==> config.mk <==
export PLATFORM = sky130hd
export DESIGN_NAME = ibc_ctrl
export DESIGN_NICKNAME = d
export VERILOG_FILES = /design/src/include/ibc_pkg.sv /design/src/ibc_ctrl.sv /design/src/ibc_fifo.sv
export SDC_FILE = /design/constraint.sdc
export NUM_CORES = 1
export LEC_CHECK = 0
export BUFFER_PORTS_ARGS = -buffer_cell sky130_fd_sc_hd__buf_2
export CORE_UTILIZATION = 55
export CTS_CLUSTER_DIAMETER = 80
export CTS_CLUSTER_SIZE = 16
export DETAILED_ROUTE_END_ITERATION = 7
export MAX_ROUTING_LAYER = met4
export PLACE_DENSITY = 0.8
export SLEW_MARGIN = 15
export SYNTH_ARGS = -nofsm -noshare
export SYNTH_HDL_FRONTEND = slang
export SYNTH_SLANG_ARGS = --single-unit
export TNS_END_PERCENT = 5
==> constraint.sdc <==
create_clock -name mclk_i -period 2.2 [get_ports mclk_i]
set_input_delay 0.55 -clock mclk_i [delete_from_list [all_inputs] [get_ports mclk_i]]
set_output_delay 0.55 -clock mclk_i [all_outputs]
set_load 0.03 [all_outputs]
==> src/include/ibc_pkg.sv <==
// ibc_pkg: shared types and constants of the expansion bus cycle controller
// assumes a single core clock; all bus inputs already synchronous to it
package ibc_pkg;

  // ============================================================
  // widths
  localparam int IBC_ADDR_W = 24;
  localparam int IBC_BE_W = 4;
  localparam int IBC_WADDR_W = IBC_ADDR_W - 2;
  localparam int IBC_REF_ROW_W = 8;
  localparam int IBC_FIFO_DEPTH = 8;

  // ============================================================
  // cycle kinds; the two dma kinds are fly-by
  typedef enum logic [2:0] {
    IBC_MEM_RD,
    IBC_MEM_WR,
    IBC_IO_RD,
    IBC_IO_WR,
    IBC_DMA_IORD,
    IBC_DMA_IOWR
  } ibc_kind_t;

  typedef enum logic [1:0] {
    IBC_IDLE,
    IBC_ADDR,
    IBC_CMD,
    IBC_RECOV
  } ibc_phase_t;

  // ============================================================
  // carriers
  typedef struct packed {
    ibc_kind_t kind;
    logic [IBC_WADDR_W-1:0] word_addr;
    logic [IBC_BE_W-1:0] be;
  } ibc_req_t;

  localparam int IBC_REQ_W = $bits(ibc_req_t);

  typedef struct packed {
    logic done;
    logic aborted;
    logic refresh;
    ibc_kind_t kind;
    logic wide;
  } ibc_resp_t;

  typedef struct packed {
    logic ior_n;
    logic iow_n;
    logic memr_n;
    logic memw_n;
    logic refresh_n;
  } ibc_strobe_t;

  typedef struct packed {
    logic resetdrv;
    logic aen;
    logic bale;
    logic bclk;
    ibc_strobe_t strb;
    logic [IBC_ADDR_W-1:0] sys_addr;
  } ibc_bus_out_t;

  typedef struct packed {
    logic iochrdy;
    logic nows_n;
    logic iocs16_n;
    logic memcs16_n;
  } ibc_bus_in_t;

  // ============================================================
  // bus clock divisor select and values
  localparam logic [1:0] IBC_DIV_SEL_2 = 2'h0;
  localparam logic [1:0] IBC_DIV_SEL_3 = 2'h1;
  localparam logic [1:0] IBC_DIV_SEL_4 = 2'h2;
  localparam logic [1:0] IBC_DIV_SEL_6 = 2'h3;
  localparam logic [1:0] IBC_DIV_SEL_RST = IBC_DIV_SEL_4;
  localparam logic [2:0] IBC_DIV_VAL_2 = 3'h2;
  localparam logic [2:0] IBC_DIV_VAL_3 = 3'h3;
  localparam logic [2:0] IBC_DIV_VAL_4 = 3'h4;
  localparam logic [2:0] IBC_DIV_VAL_6 = 3'h6;
  localparam logic [2:0] IBC_HIGH_LEN_3 = 3'h1;

  // ============================================================
  // command lengths and extensions, in bus clock periods
  localparam logic [3:0] IBC_CMD_BCLKS_8 = 4'h4;
  localparam logic [3:0] IBC_CMD_BCLKS_16 = 4'h2;
  localparam logic [3:0] IBC_DMA_BCLKS = 4'h2;
  localparam logic [3:0] IBC_REF_BCLKS = 4'h2;
  localparam logic [3:0] IBC_EXT_NORM = 4'h1;
  localparam logic [3:0] IBC_EXT_DMA = 4'h2;
  localparam logic [3:0] IBC_RESETDRV_MIN_BCLKS = 4'ha;
  // one extra period covers the partial period at assertion
  localparam logic [3:0] IBC_RESETDRV_BCLKS = 4'(IBC_RESETDRV_MIN_BCLKS + 4'h1);

  localparam ibc_strobe_t IBC_STROBE_IDLE = '{ior_n: 1'b1, iow_n: 1'b1, memr_n: 1'b1, memw_n: 1'b1, refresh_n: 1'b1};

endpackage : ibc_pkg

==> src/ibc_ctrl.sv <==
// ibc_ctrl: expansion bus cycle controller, bus clock, strobes, refresh and bus reset
// assumes bus inputs already synchronous to mclk_i; pin wires resolved outside
`timescale 1ns/100ps

// Functional notes
// address enable high through every dma and refresh cycle
// dma is fly-by: io read with memory write, io write with memory read
// io cards must ignore addresses while address enable is high
// io cards in dma select themselves by their acknowledge line
// latch enable pulses at start of normal cycles, held whole dma cycle
// all 24 address lines driven together and held for the whole cycle
// bus clock is core clock over 2, 3, 4 or 6; third-duty at 3
// no-wait input sampled on bus clock only in memory and io cycles
// ready negated overrides an asserted no-wait request
// normal cycles stretch by whole bus clock periods while not ready
// dma cycles stretch by even numbers of bus clock periods
// one refresh request pending at most; later ones are dropped
// cards pull ready low soon after a strobe and release it when done
// io 16-bit select honoured only in io cycles
// io cards drive their 16-bit select from a plain address decode
// memory 16-bit select honoured only in memory cycles
// memory cards decode 16-bit select from address lines, maybe upper only
// io strobes address io cards in io cycles, acknowledged cards in dma
// memory cards answer only by address, never by dma acknowledge
// refresh strobe asserted with memory read, driven totem-pole
// a configuration input disables refresh cycles entirely
// bus reset held at least ten bus clock periods
// divisor chosen by configuration, resets to a moderate default
// low two address lines come from the byte enables
module ibc_ctrl #(
  parameter int FIFO_DEPTH = ibc_pkg::IBC_FIFO_DEPTH
) (
  input wire logic mclk_i,
  input wire logic rst_i,
  input wire logic req_valid_i,
  output logic req_ready_o,
  input wire ibc_pkg::ibc_req_t req_i,
  input wire logic div_load_i,
  input wire logic [1:0] div_sel_i,
  input wire logic refresh_disable_i,
  input wire logic refresh_req_i,
  input wire logic bus_reset_i,
  input wire ibc_pkg::ibc_bus_in_t bus_i,
  output ibc_pkg::ibc_bus_out_t bus_o,
  output ibc_pkg::ibc_resp_t resp_o,
  output logic busy_o,
  output logic refresh_lost_o
);
  import ibc_pkg::*;

  typedef struct packed {
    ibc_phase_t phase;
    logic [2:0] bclk_cnt;
    logic [1:0] div_sel;
    logic [1:0] div_pend;
    logic div_chg;
    ibc_kind_t kind;
    logic is_ref;
    logic wide;
    logic [3:0] wait_cnt;
    logic ref_pend;
    logic ref_lost;
    logic [IBC_REF_ROW_W-1:0] ref_row;
    logic [3:0] rst_cnt;
    logic busy;
    ibc_bus_out_t bus;
    ibc_resp_t resp;
  } ibc_ctrl_state_t;

  ibc_ctrl_state_t s;
  ibc_ctrl_state_t next_s;

  logic fifo_valid;
  logic fifo_pop;
  ibc_req_t fifo_data;
  logic [IBC_REQ_W-1:0] fifo_word;

  logic tick;
  logic ref_start;
  logic [2:0] div_val;
  logic [2:0] high_len;
  logic cur_dma;

  // ============================================================
  // request queue; a stalled bus backs up into the requester
  ibc_fifo #(
    .WIDTH(IBC_REQ_W),
    .DEPTH(FIFO_DEPTH)
  ) u_req_fifo (
    .clk_i(mclk_i),
    .rst_i(rst_i),
    .in_valid_i(req_valid_i),
    .in_ready_o(req_ready_o),
    .in_data_i(req_i),
    .out_valid_o(fifo_valid),
    .out_ready_i(fifo_pop),
    .out_data_o(fifo_word)
  );

  assign fifo_data = ibc_req_t'(fifo_word);

  // ============================================================
  // low address bits from the lowest enabled byte lane
  function automatic logic [1:0] be_to_low(input logic [IBC_BE_W-1:0] be);
    logic [1:0] r;
    r = 2'h0;
    if (be[0]) begin
      r = 2'h0;
    end else if (be[1]) begin
      r = 2'h1;
    end else if (be[2]) begin
      r = 2'h2;
    end else if (be[3]) begin
      r = 2'h3;
    end
    return r;
  endfunction : be_to_low

  function automatic logic kind_is_dma(input ibc_kind_t k);
    return (k == IBC_DMA_IORD) || (k == IBC_DMA_IOWR);
  endfunction : kind_is_dma

  // ============================================================
  // next state
  always_comb begin
    next_s = s;
    tick = 1'b0;
    ref_start = 1'b0;
    fifo_pop = 1'b0;
    next_s.resp.done = 1'b0;
    next_s.resp.aborted = 1'b0;
    next_s.ref_lost = 1'b0;
    cur_dma = kind_is_dma(s.kind) && !s.is_ref;

    // bus clock divider
    unique case (s.div_sel)
      IBC_DIV_SEL_2: div_val = IBC_DIV_VAL_2;
      IBC_DIV_SEL_3: div_val = IBC_DIV_VAL_3;
      IBC_DIV_SEL_4: div_val = IBC_DIV_VAL_4;
      IBC_DIV_SEL_6: div_val = IBC_DIV_VAL_6;
    endcase
    // divide by 3 gives one high of three; the rest are half duty
    high_len = (s.div_sel == IBC_DIV_SEL_3) ? IBC_HIGH_LEN_3 : 3'(div_val >> 1);
    if (s.bclk_cnt >= 3'(div_val - 3'h1)) begin
      next_s.bclk_cnt = 3'h0;
      tick = 1'b1;
    end else begin
      next_s.bclk_cnt = 3'(s.bclk_cnt + 3'h1);
    end
    next_s.bus.bclk = next_s.bclk_cnt < high_len;

    // divisor change only between cycles so no cycle sees two rates
    if (tick && s.div_chg && (s.phase == IBC_IDLE)) begin
      next_s.div_sel = s.div_pend;
      next_s.div_chg = 1'b0;
    end
    if (div_load_i) begin
      next_s.div_pend = div_sel_i;
      next_s.div_chg = 1'b1;
    end

    // bus reset length, counted in bus clock periods
    if (tick && (s.rst_cnt != 4'h0)) begin
      next_s.rst_cnt = 4'(s.rst_cnt - 4'h1);
      if (next_s.rst_cnt == 4'h0) begin
        next_s.bus.resetdrv = 1'b0;
      end
    end

    // cycle sequencer, one step per bus clock period
    if (tick) begin
      unique case (s.phase)
        IBC_IDLE: begin
          if (s.rst_cnt == 4'h0) begin
            if (s.ref_pend && !refresh_disable_i) begin
              ref_start = 1'b1;
              next_s.is_ref = 1'b1;
              next_s.wide = 1'b0;
              next_s.bus.aen = 1'b1;
              next_s.bus.sys_addr = {{(IBC_ADDR_W - IBC_REF_ROW_W){1'b0}}, s.ref_row};
              next_s.ref_row = IBC_REF_ROW_W'(s.ref_row + 1'b1);
              next_s.phase = IBC_ADDR;
            end else if (fifo_valid) begin
              fifo_pop = 1'b1;
              next_s.is_ref = 1'b0;
              next_s.kind = fifo_data.kind;
              next_s.wide = 1'b0;
              next_s.bus.sys_addr = {fifo_data.word_addr, be_to_low(fifo_data.be)};
              next_s.bus.aen = kind_is_dma(fifo_data.kind);
              next_s.bus.bale = 1'b1;
              next_s.phase = IBC_ADDR;
            end
          end
        end
        IBC_ADDR: begin
          next_s.bus.bale = cur_dma;
          next_s.phase = IBC_CMD;
          if (s.is_ref) begin
            next_s.bus.strb.memr_n = 1'b0;
            next_s.bus.strb.refresh_n = 1'b0;
            next_s.wait_cnt = IBC_REF_BCLKS;
          end else begin
            unique case (s.kind)
              IBC_MEM_RD, IBC_MEM_WR: begin
                next_s.wide = !bus_i.memcs16_n;
                next_s.bus.strb.memr_n = s.kind != IBC_MEM_RD;
                next_s.bus.strb.memw_n = s.kind != IBC_MEM_WR;
              end
              IBC_IO_RD, IBC_IO_WR: begin
                next_s.wide = !bus_i.iocs16_n;
                next_s.bus.strb.ior_n = s.kind != IBC_IO_RD;
                next_s.bus.strb.iow_n = s.kind != IBC_IO_WR;
              end
              IBC_DMA_IORD: begin
                next_s.bus.strb.ior_n = 1'b0;
                next_s.bus.strb.memw_n = 1'b0;
              end
              IBC_DMA_IOWR: begin
                next_s.bus.strb.iow_n = 1'b0;
                next_s.bus.strb.memr_n = 1'b0;
              end
              default: begin
                next_s.phase = IBC_RECOV;
              end
            endcase
            if (cur_dma) begin
              next_s.wait_cnt = IBC_DMA_BCLKS;
            end else begin
              next_s.wait_cnt = next_s.wide ? IBC_CMD_BCLKS_16 : IBC_CMD_BCLKS_8;
            end
          end
        end
        IBC_CMD: begin
          if ((s.wait_cnt <= 4'h1) && !bus_i.iochrdy) begin
            // not ready at the end point: stretch, dma by two periods
            next_s.wait_cnt = cur_dma ? IBC_EXT_DMA : IBC_EXT_NORM;
          end else if ((s.wait_cnt <= 4'h1) || (!s.is_ref && !cur_dma && !bus_i.nows_n && bus_i.iochrdy)) begin
            next_s.bus.strb = IBC_STROBE_IDLE;
            next_s.bus.aen = 1'b0;
            next_s.bus.bale = 1'b0;
            next_s.resp.done = 1'b1;
            next_s.resp.refresh = s.is_ref;
            next_s.resp.kind = s.kind;
            next_s.resp.wide = s.wide;
            next_s.phase = IBC_RECOV;
          end else begin
            next_s.wait_cnt = 4'(s.wait_cnt - 4'h1);
          end
        end
        IBC_RECOV: begin
          next_s.phase = IBC_IDLE;
        end
      endcase
    end

    // single pending refresh; a new request beats the clear
    if (ref_start) begin
      next_s.ref_pend = 1'b0;
    end
    if (refresh_req_i && !refresh_disable_i) begin
      if (s.ref_pend && !ref_start) begin
        next_s.ref_lost = 1'b1;
      end
      next_s.ref_pend = 1'b1;
    end
    if (refresh_disable_i) begin
      next_s.ref_pend = 1'b0;
    end

    // bus reset request aborts any cycle in flight
    if (bus_reset_i) begin
      next_s.rst_cnt = IBC_RESETDRV_BCLKS;
      next_s.bus.resetdrv = 1'b1;
      next_s.bus.strb = IBC_STROBE_IDLE;
      next_s.bus.aen = 1'b0;
      next_s.bus.bale = 1'b0;
      next_s.phase = IBC_IDLE;
      fifo_pop = 1'b0;
      ref_start = 1'b0;
      if (s.phase != IBC_IDLE) begin
        next_s.resp.done = 1'b1;
        next_s.resp.aborted = 1'b1;
        next_s.resp.refresh = s.is_ref;
        next_s.resp.kind = s.kind;
      end
    end

    next_s.busy = next_s.phase != IBC_IDLE;

    if (rst_i) begin
      next_s = '0;
      next_s.phase = IBC_IDLE;
      next_s.kind = IBC_MEM_RD;
      next_s.div_sel = IBC_DIV_SEL_RST;
      next_s.div_pend = IBC_DIV_SEL_RST;
      next_s.rst_cnt = IBC_RESETDRV_BCLKS;
      next_s.bus.resetdrv = 1'b1;
      next_s.bus.strb = IBC_STROBE_IDLE;
      next_s.resp.kind = IBC_MEM_RD;
    end
  end

  // ============================================================
  // state register
  always_ff @(posedge mclk_i) begin
    s <= next_s;
  end

  // ============================================================
  // outputs, all straight from the state register
  assign bus_o = s.bus;
  assign resp_o = s.resp;
  assign busy_o = s.busy;
  assign refresh_lost_o = s.ref_lost;

endmodule : ibc_ctrl

==> src/ibc_fifo.sv <==
// ibc_fifo: request queue in front of the bus cycle sequencer
// assumes one clock, synchronous active-high reset
`timescale 1ns/100ps
module ibc_fifo #(
  parameter int WIDTH = 8,
  parameter int DEPTH = 8
) (
  input wire logic clk_i,
  input wire logic rst_i,
  input wire logic in_valid_i,
  output logic in_ready_o,
  input wire logic [WIDTH-1:0] in_data_i,
  output logic out_valid_o,
  input wire logic out_ready_i,
  output logic [WIDTH-1:0] out_data_o
);
  localparam int PTR_W = (DEPTH > 1) ? $clog2(DEPTH) : 1;
  localparam int CNT_W = $clog2(DEPTH + 1);
  localparam logic [CNT_W-1:0] FULL = CNT_W'(DEPTH);
  localparam logic [PTR_W-1:0] LAST = PTR_W'(DEPTH - 1);

  typedef struct packed {
    logic [DEPTH-1:0][WIDTH-1:0] mem;
    logic [PTR_W-1:0] wr_ptr;
    logic [PTR_W-1:0] rd_ptr;
    logic [CNT_W-1:0] count;
    logic not_full;
    logic not_empty;
  } ibc_fifo_state_t;

  ibc_fifo_state_t s;
  ibc_fifo_state_t next_s;
  logic push;
  logic pop;

  // ============================================================
  // next state; wrap by compare so any depth works
  always_comb begin
    next_s = s;
    push = in_valid_i && s.not_full;
    pop = out_ready_i && s.not_empty;
    if (push) begin
      next_s.mem[s.wr_ptr] = in_data_i;
      next_s.wr_ptr = (s.wr_ptr == LAST) ? '0 : PTR_W'(s.wr_ptr + 1'b1);
    end
    if (pop) begin
      next_s.rd_ptr = (s.rd_ptr == LAST) ? '0 : PTR_W'(s.rd_ptr + 1'b1);
    end
    if (push && !pop) begin
      next_s.count = CNT_W'(s.count + 1'b1);
    end else if (pop && !push) begin
      next_s.count = CNT_W'(s.count - 1'b1);
    end
    next_s.not_full = next_s.count != FULL;
    next_s.not_empty = next_s.count != '0;
    if (rst_i) begin
      next_s = '0;
      next_s.not_full = 1'b1;
    end
  end

  always_ff @(posedge clk_i) begin
    s <= next_s;
  end

  assign in_ready_o = s.not_full;
  assign out_valid_o = s.not_empty;
  assign out_data_o = s.mem[s.rd_ptr];

endmodule : ibc_fifo
After elaboration in Yosys (flattened, before gate mapping) --
Index checks and enable logic that the tools add are counted.
Word-level totals: register bits after elaboration 318, output and inout bits 43, bits of input ports 42
Operators by class: reductions and logical operators 67, equality and inequality tests 32, bitwise logic cells 4, add/subtract/negate cells 9, magnitude comparators 6, muxes and demuxes 89
Operator list (number):
- 232-bit bitwise mux | 1
- 29-bit binary-select mux with 3-bit select | 1
- 29-bit demux with 3-bit select | 1
- 29-bit two-way mux | 2
- 24-bit two-way mux | 2
- 2-bit two-way mux | 21
- 1-bit two-way mux | 31
- 5-bit two-way mux | 6
- 6-bit AND reduction | 4
- 5-bit AND reduction | 4
- 3-bit == test, second input constant | 6
- 3-bit two-way mux | 6
- 1-bit logical AND | 16
- 4-bit two-way mux | 4
- 2-bit nonzero test | 8
- 3-bit by 2-bit inequality test with 1-bit output, second input constant | 5
- 1-bit case mux with 2 select lines | 7
- 6-bit two-way mux | 2
- 3-bit case mux with 4 select lines | 1
- 4-bit AND reduction | 3
- 2-bit OR reduction | 6
- 4-bit by 1-bit subtractor with 4-bit output, second input constant | 3
- 1-bit zero test | 10
- 2-bit inequality test, second input constant | 5
- 33 further kinds | 52

Logic depth before layout (Yosys ltp) --
word-level depth 14, gate-level depth with buffers 11

Modules after synthesis --
Synthesis repeated with hierarchy kept, for this count alone.
Unflattened totals: cells, all modules 1689, area total of the unflattened synthesis 14761.7 sq um
By module, submodules not included:
- ibc_fifo | area an instance 10842.9 sq um, cells each 1231, instances 1
- ibc_ctrl | area an instance 3918.8 sq um, cells each 458, instances 1

Least setup slack after synthesis --
OpenSTA, ideal clock, no wires.
kind reg-to-reg, start register s[67] (netlist name), end register u_req_fifo.s, in the netlist u_req_fifo.in_ready_o, arrival time 2277 ps, cell stages (with the launch flop) 11, slack -208 ps, library setup time 131 ps, cell sequence dfxtp_1 > inv_1 > ha_1 > ha_1 > nand2_1 > o21a_1 > buf_6 > o31a_1 > or4_4 > o21ai_2 > nand4b_1
Between the ends: cells in the longest elaborated chain, start to end 12, elaborated cells on any way between the ends 17
Ends and longest elaborated chain:
- start: declaration | line ibc_ctrl.sv:70 | ibc_ctrl_state_t s;
- start signal: assignment | line ibc_ctrl.sv:306 | s <= next_s;
- 2-bit == test (tied with other cells) | line ibc_ctrl.sv:136 | unique case (s.div_sel)
- 3-bit case mux with 4 select lines (*) | line ibc_ctrl.sv:136
- 3-bit by 1-bit subtractor with 3-bit output (*) | line ibc_ctrl.sv:144 | if (s.bclk_cnt >= 3'(div_val - 3'h1)) begin
- 3-bit greater-or-equal comparator (*) | line ibc_ctrl.sv:144
- 1-bit two-way mux (*) | line ibc_ctrl.sv:144
- 1-bit two-way mux (*) | line ibc_ctrl.sv:171 | if (tick) begin
- 1-bit two-way mux (*) | line ibc_ctrl.sv:271 | if (bus_reset_i) begin
- 1-bit logical AND (*) | line ibc_fifo.sv:41 | pop = out_ready_i && s.not_empty;
- 1-bit logical AND or 1-bit zero test (tied branches) | line ibc_fifo.sv:51, ibc_fifo.sv:49
- 4-bit two-way mux or 1-bit logical AND (tied branches) | line ibc_fifo.sv:51, ibc_fifo.sv:49
- 4-bit two-way mux (*) | line ibc_fifo.sv:49 | if (push && !pop) begin
- 4-bit inequality test (*) | line ibc_fifo.sv:54 | next_s.not_full = next_s.count != FULL;
- end signal: assignment | line ibc_fifo.sv:63 | s <= next_s;
- end: declaration | line ibc_fifo.sv:31 | ibc_fifo_state_t s;
Mark *: on every way between the ends. The rest lies on a longest branch, timed or not. A chain may end at the register's enable or synchronous reset.

Worst setup path after layout --
start register s[67] (netlist name), end register s, in the netlist busy_o
Between the ends: cells in the longest elaborated chain, start to end 8, elaborated cells on any way between the ends 11
Ends and longest elaborated chain:
- 2-bit == test (tied with other cells) | line ibc_ctrl.sv:136
- 3-bit case mux with 4 select lines (*) | line ibc_ctrl.sv:136
- 3-bit by 1-bit subtractor with 3-bit output (*) | line ibc_ctrl.sv:144
- 3-bit greater-or-equal comparator (*) | line ibc_ctrl.sv:144
- 1-bit two-way mux (*) | line ibc_ctrl.sv:144
- 2-bit two-way mux (*) | line ibc_ctrl.sv:171
- 2-bit two-way mux (*) | line ibc_ctrl.sv:271
- 2-bit nonzero test (*) | line ibc_ctrl.sv:288 | next_s.busy = next_s.phase != IBC_IDLE;
Marks and branches as above.

==> reports/metrics.yaml <==
clock_network:
  clock_path_buffers: 3
  h-tree-depth: 1
  clk_pin_slew_ps: 70
  root_buffer: "clkbuf_16"
  clk_latency_ps: 520
  holdBufCountCts: 0
  numClockSinks: 318
  cts_buffers: 23
  cts_tree: "done"
timing:
  maxSlewViolCount: 0
  whs_ps: 244
  timing.final.crit_share_pct: 105
  layout_setup_ws_ps: -117
  clock.fmax_mhz: 432
  setup_violations: 10
  slew_headroom_pct: 54.5
  tightest_slew_ps: 683
  finalHoldViolCount: 0
  skew_ps: 12.3
  tns_ps: -349
  rsz0062_at_grt: "yes"
  fin_crit_ps: 2320
drt:
  routed_wl_um: 36800
  via_count: 11800
  wl_per_cell_um: 18.3
  drt_first_pass_iters: 6
  drtAntennaViolNets: 0
  drc_errors: 0
  avgViaCountPerCell: 5.87
  drt_iter0_markers: 1281
floorplan:
  core-area_um2: 25300
  rows: 58
  ios: 85
  die_h_um: 163
  die_w_um: 163
  start_util_pct: 56.5
  dieArea_um2: 26700
grt:
  grt_pass1_vias: 11300
  grt_pass1_wl_um: 57800
  gr-total-overflow: 0
  grt_max_degree: 129
  grt_util_all_layers_pct: 28.1
  antenna_found_initial: 6
min_path:
  hold_path_class: "in2reg"
power:
  irDropWorstVdd_v: 0.000631
  p_seq_share_pct: 53.7
  p_switching_uw: 2790
  power_density_nw_per_um2: 710
  p_total_uw: 11100
  comb_power_share_pct: 12.4
  power.share.clock_pct: 33.9
  p_leak_uw: 0.00558
  swShare_pct: 25.1
  p_int_uw: 8350
place:
  port_buffers: 84
  gp_congestion: 0.898
  placed_cell_area_um2: 14900
  hpwl_um: 23300
yosys:
  synth_edf_count: 0
  yosysWarnings: 0
  seq_area_frac_synth_pct: 44.5
  ys_types: 71
  synth_top_area_cell: "dfxtp_1"
  ys_dominant_reg_cell: "dfxtp_1"
  syn_nets: 1736
  post-synth-top-area-fraction_pct: 44.5
  yosys-top-cells-count: "nand2_1 (495), dfxtp_1 (318), a21oi_1 (261), nor2_1 (78), clkbuf_1 (76)"
  ys_ff_latch: 318
  syn-cell-area_um2: 14300
  synthCells: 1668
  synth-async-reset-ratio_pct: 0
  synth.avg_cell_area_um2: 8.57
  yosys-top-cells-area: "dfxtp_1 (45%), nand2_1 (13%), a21oi_1 (9.1%)"
  synth.most_common_cell: "nand2_1"
outcome:
  outcome: "finished, violations left"
  violations: "negative setup slack"
worst_setup_path:
  required_ps: 2610
  worstPathArrival_ps: 2730
  cp-end-kind: "register"
  criticalPathCategory: "reg2reg"
  start_kind: "register"
  crit_fanout: 7
flow_run:
  maxCapViolations: 0
finish:
  areaGrowthSynthToFinish_pct: 9.77
  drive_gt1_share_pct: 19.5
  nFillCells: 2019
  fin_area_um2: 15700
  finalNetCount: 1739
[what timing repair did]
item	4_1_cts	5_1_grt
setup endpoints to repair	38	51
pin swaps	11	10
setup buffers	3	3
resized for setup	24	19
cloned	0	0
[layer usage]
metal	share of wire, %	vias to the layer above	GRT usage (%)	routed length [µm]
met1	39	5586	35.0	14500
met4	2.3	0	8.20	844
met2	49	546	47.0	18000
met5	0	-	-	0
li1	-	5571	-	-
met3	9.4	88	4.44	3470
[through the flow]
stage | setup WS [ps] | std cells | util (%)
after CTS | -96.5 | 1998 | 61.6
after global routing | -171 | 2007 | 62.0
after detailed placement | -132 | 1970 | 58.7
final | -117 | 2008 | 62.0
after global placement | -62.1 | 1970 | 58.7
after floorplan | -129 | 1668 | -
[worst max-delay path, stage by stage (launching register included)]
cell	delay, ps
dfxtp_4	380
inv_2	50
ha_4	210
ha_4	270
nand2_4	50
buf_4	130
o21ai_2	240
buf_4	210
o21ai_0	130
a32oi_1	180
nor2_1	80
or2_2	280
[power groups by stage]
stage          clock, µW  combinational [µW]  sequential [µW]
6_report            3780                1380             5990
5_1_grt             4080                1490             6000
4_1_cts             3830                1230             5980
3_5_place_dp           0                1120             6100
3_3_place_gp           0                1100             6100
2_1_floorplan          0                 813             6080
[flip-flops by register name (all words and copies together) (netlist names)]
name and cells:
busy_o 1, u_req_fifo.in_ready_o 1, refresh_lost_o 1, s 32, bus_o 33, resp_o 7, u_req_fifo.s 242, u_req_fifo.out_valid_o 1
[placed cells by master (no fill, tap or decap), types with 5 or more instances in the layout]
| cell | Yosys | layout |
|---|---|---|
| a211oi_1 | 12 | 12 |
| a21oi_1 | 261 | 259 |
| a22oi_1 | 18 | 17 |
| buf_12 | 0 | 9 |
| buf_2 | 28 | 83 |
| buf_4 | 62 | 69 |
| clkbuf_16 | 0 | 23 |
| dfxtp_1 | 318 | 314 |
| diode_2 | 0 | 7 |
| ha_1 | 26 | 19 |
| ha_4 | 0 | 6 |
| inv_1 | 19 | 14 |
| mux2_2 | 20 | 20 |
| mux2i_1 | 23 | 23 |
| mux4_2 | 58 | 58 |
| nand2_1 | 495 | 494 |
| nand2b_1 | 8 | 8 |
| nand3_1 | 12 | 12 |
| nor2_1 | 78 | 74 |
| nor2_2 | 1 | 5 |
| nor3_1 | 18 | 13 |
| nor3_2 | 0 | 5 |
| o21ai_0 | 22 | 20 |
| or2_2 | 5 | 5 |
| xnor2_1 | 7 | 6 |
[cell type report]
| class | count | area (µm²) | share of cell area [%] |
|---|---|---|---|
| Tap cell | 330 | 413 | 2.63 |
| Clock buffer | 25 | 593 | 3.78 |
| Inverter | 19 | 73.8 | 0.470 |
| Timing Repair Buffer | 167 | 1190 | 7.56 |
| Multi-Input combinational cell | 1142 | 7040 | 44.8 |
| Sequential cell | 318 | 6380 | 40.6 |
| Antenna cell | 7 | 17.5 | 0.112 |
[path summary, 6_finish.rpt]
check | cells past startpoint | startpoint | end | slack [ps]
setup / recovery | 11 | s[67] | busy_o | -120
hold / removal | 2 | refresh_disable_i | s[54] | 240
setup reg to reg | 11 | s[67] | busy_o | -120
hold reg to reg | 2 | u_req_fifo.s[170] | u_req_fifo.s[170] | 450
[cell families (layout without fill, tap and decap cells)]
kind of cell / after synthesis / count (layout) / share of synthesized area [%]
flops: 318 / 318 / 44.5
fa+ha+maj: 26 / 26 / 2.27
compound gates: 350 / 350 / 13.7
xor+xnor: 12 / 12 / 0.735
other cells: 0 / 7 / 0
buf+inv: 208 / 211 / 7.61
simple gates: 653 / 653 / 18.8
mux: 101 / 101 / 12.3
(Power assumes the default switching activity.)
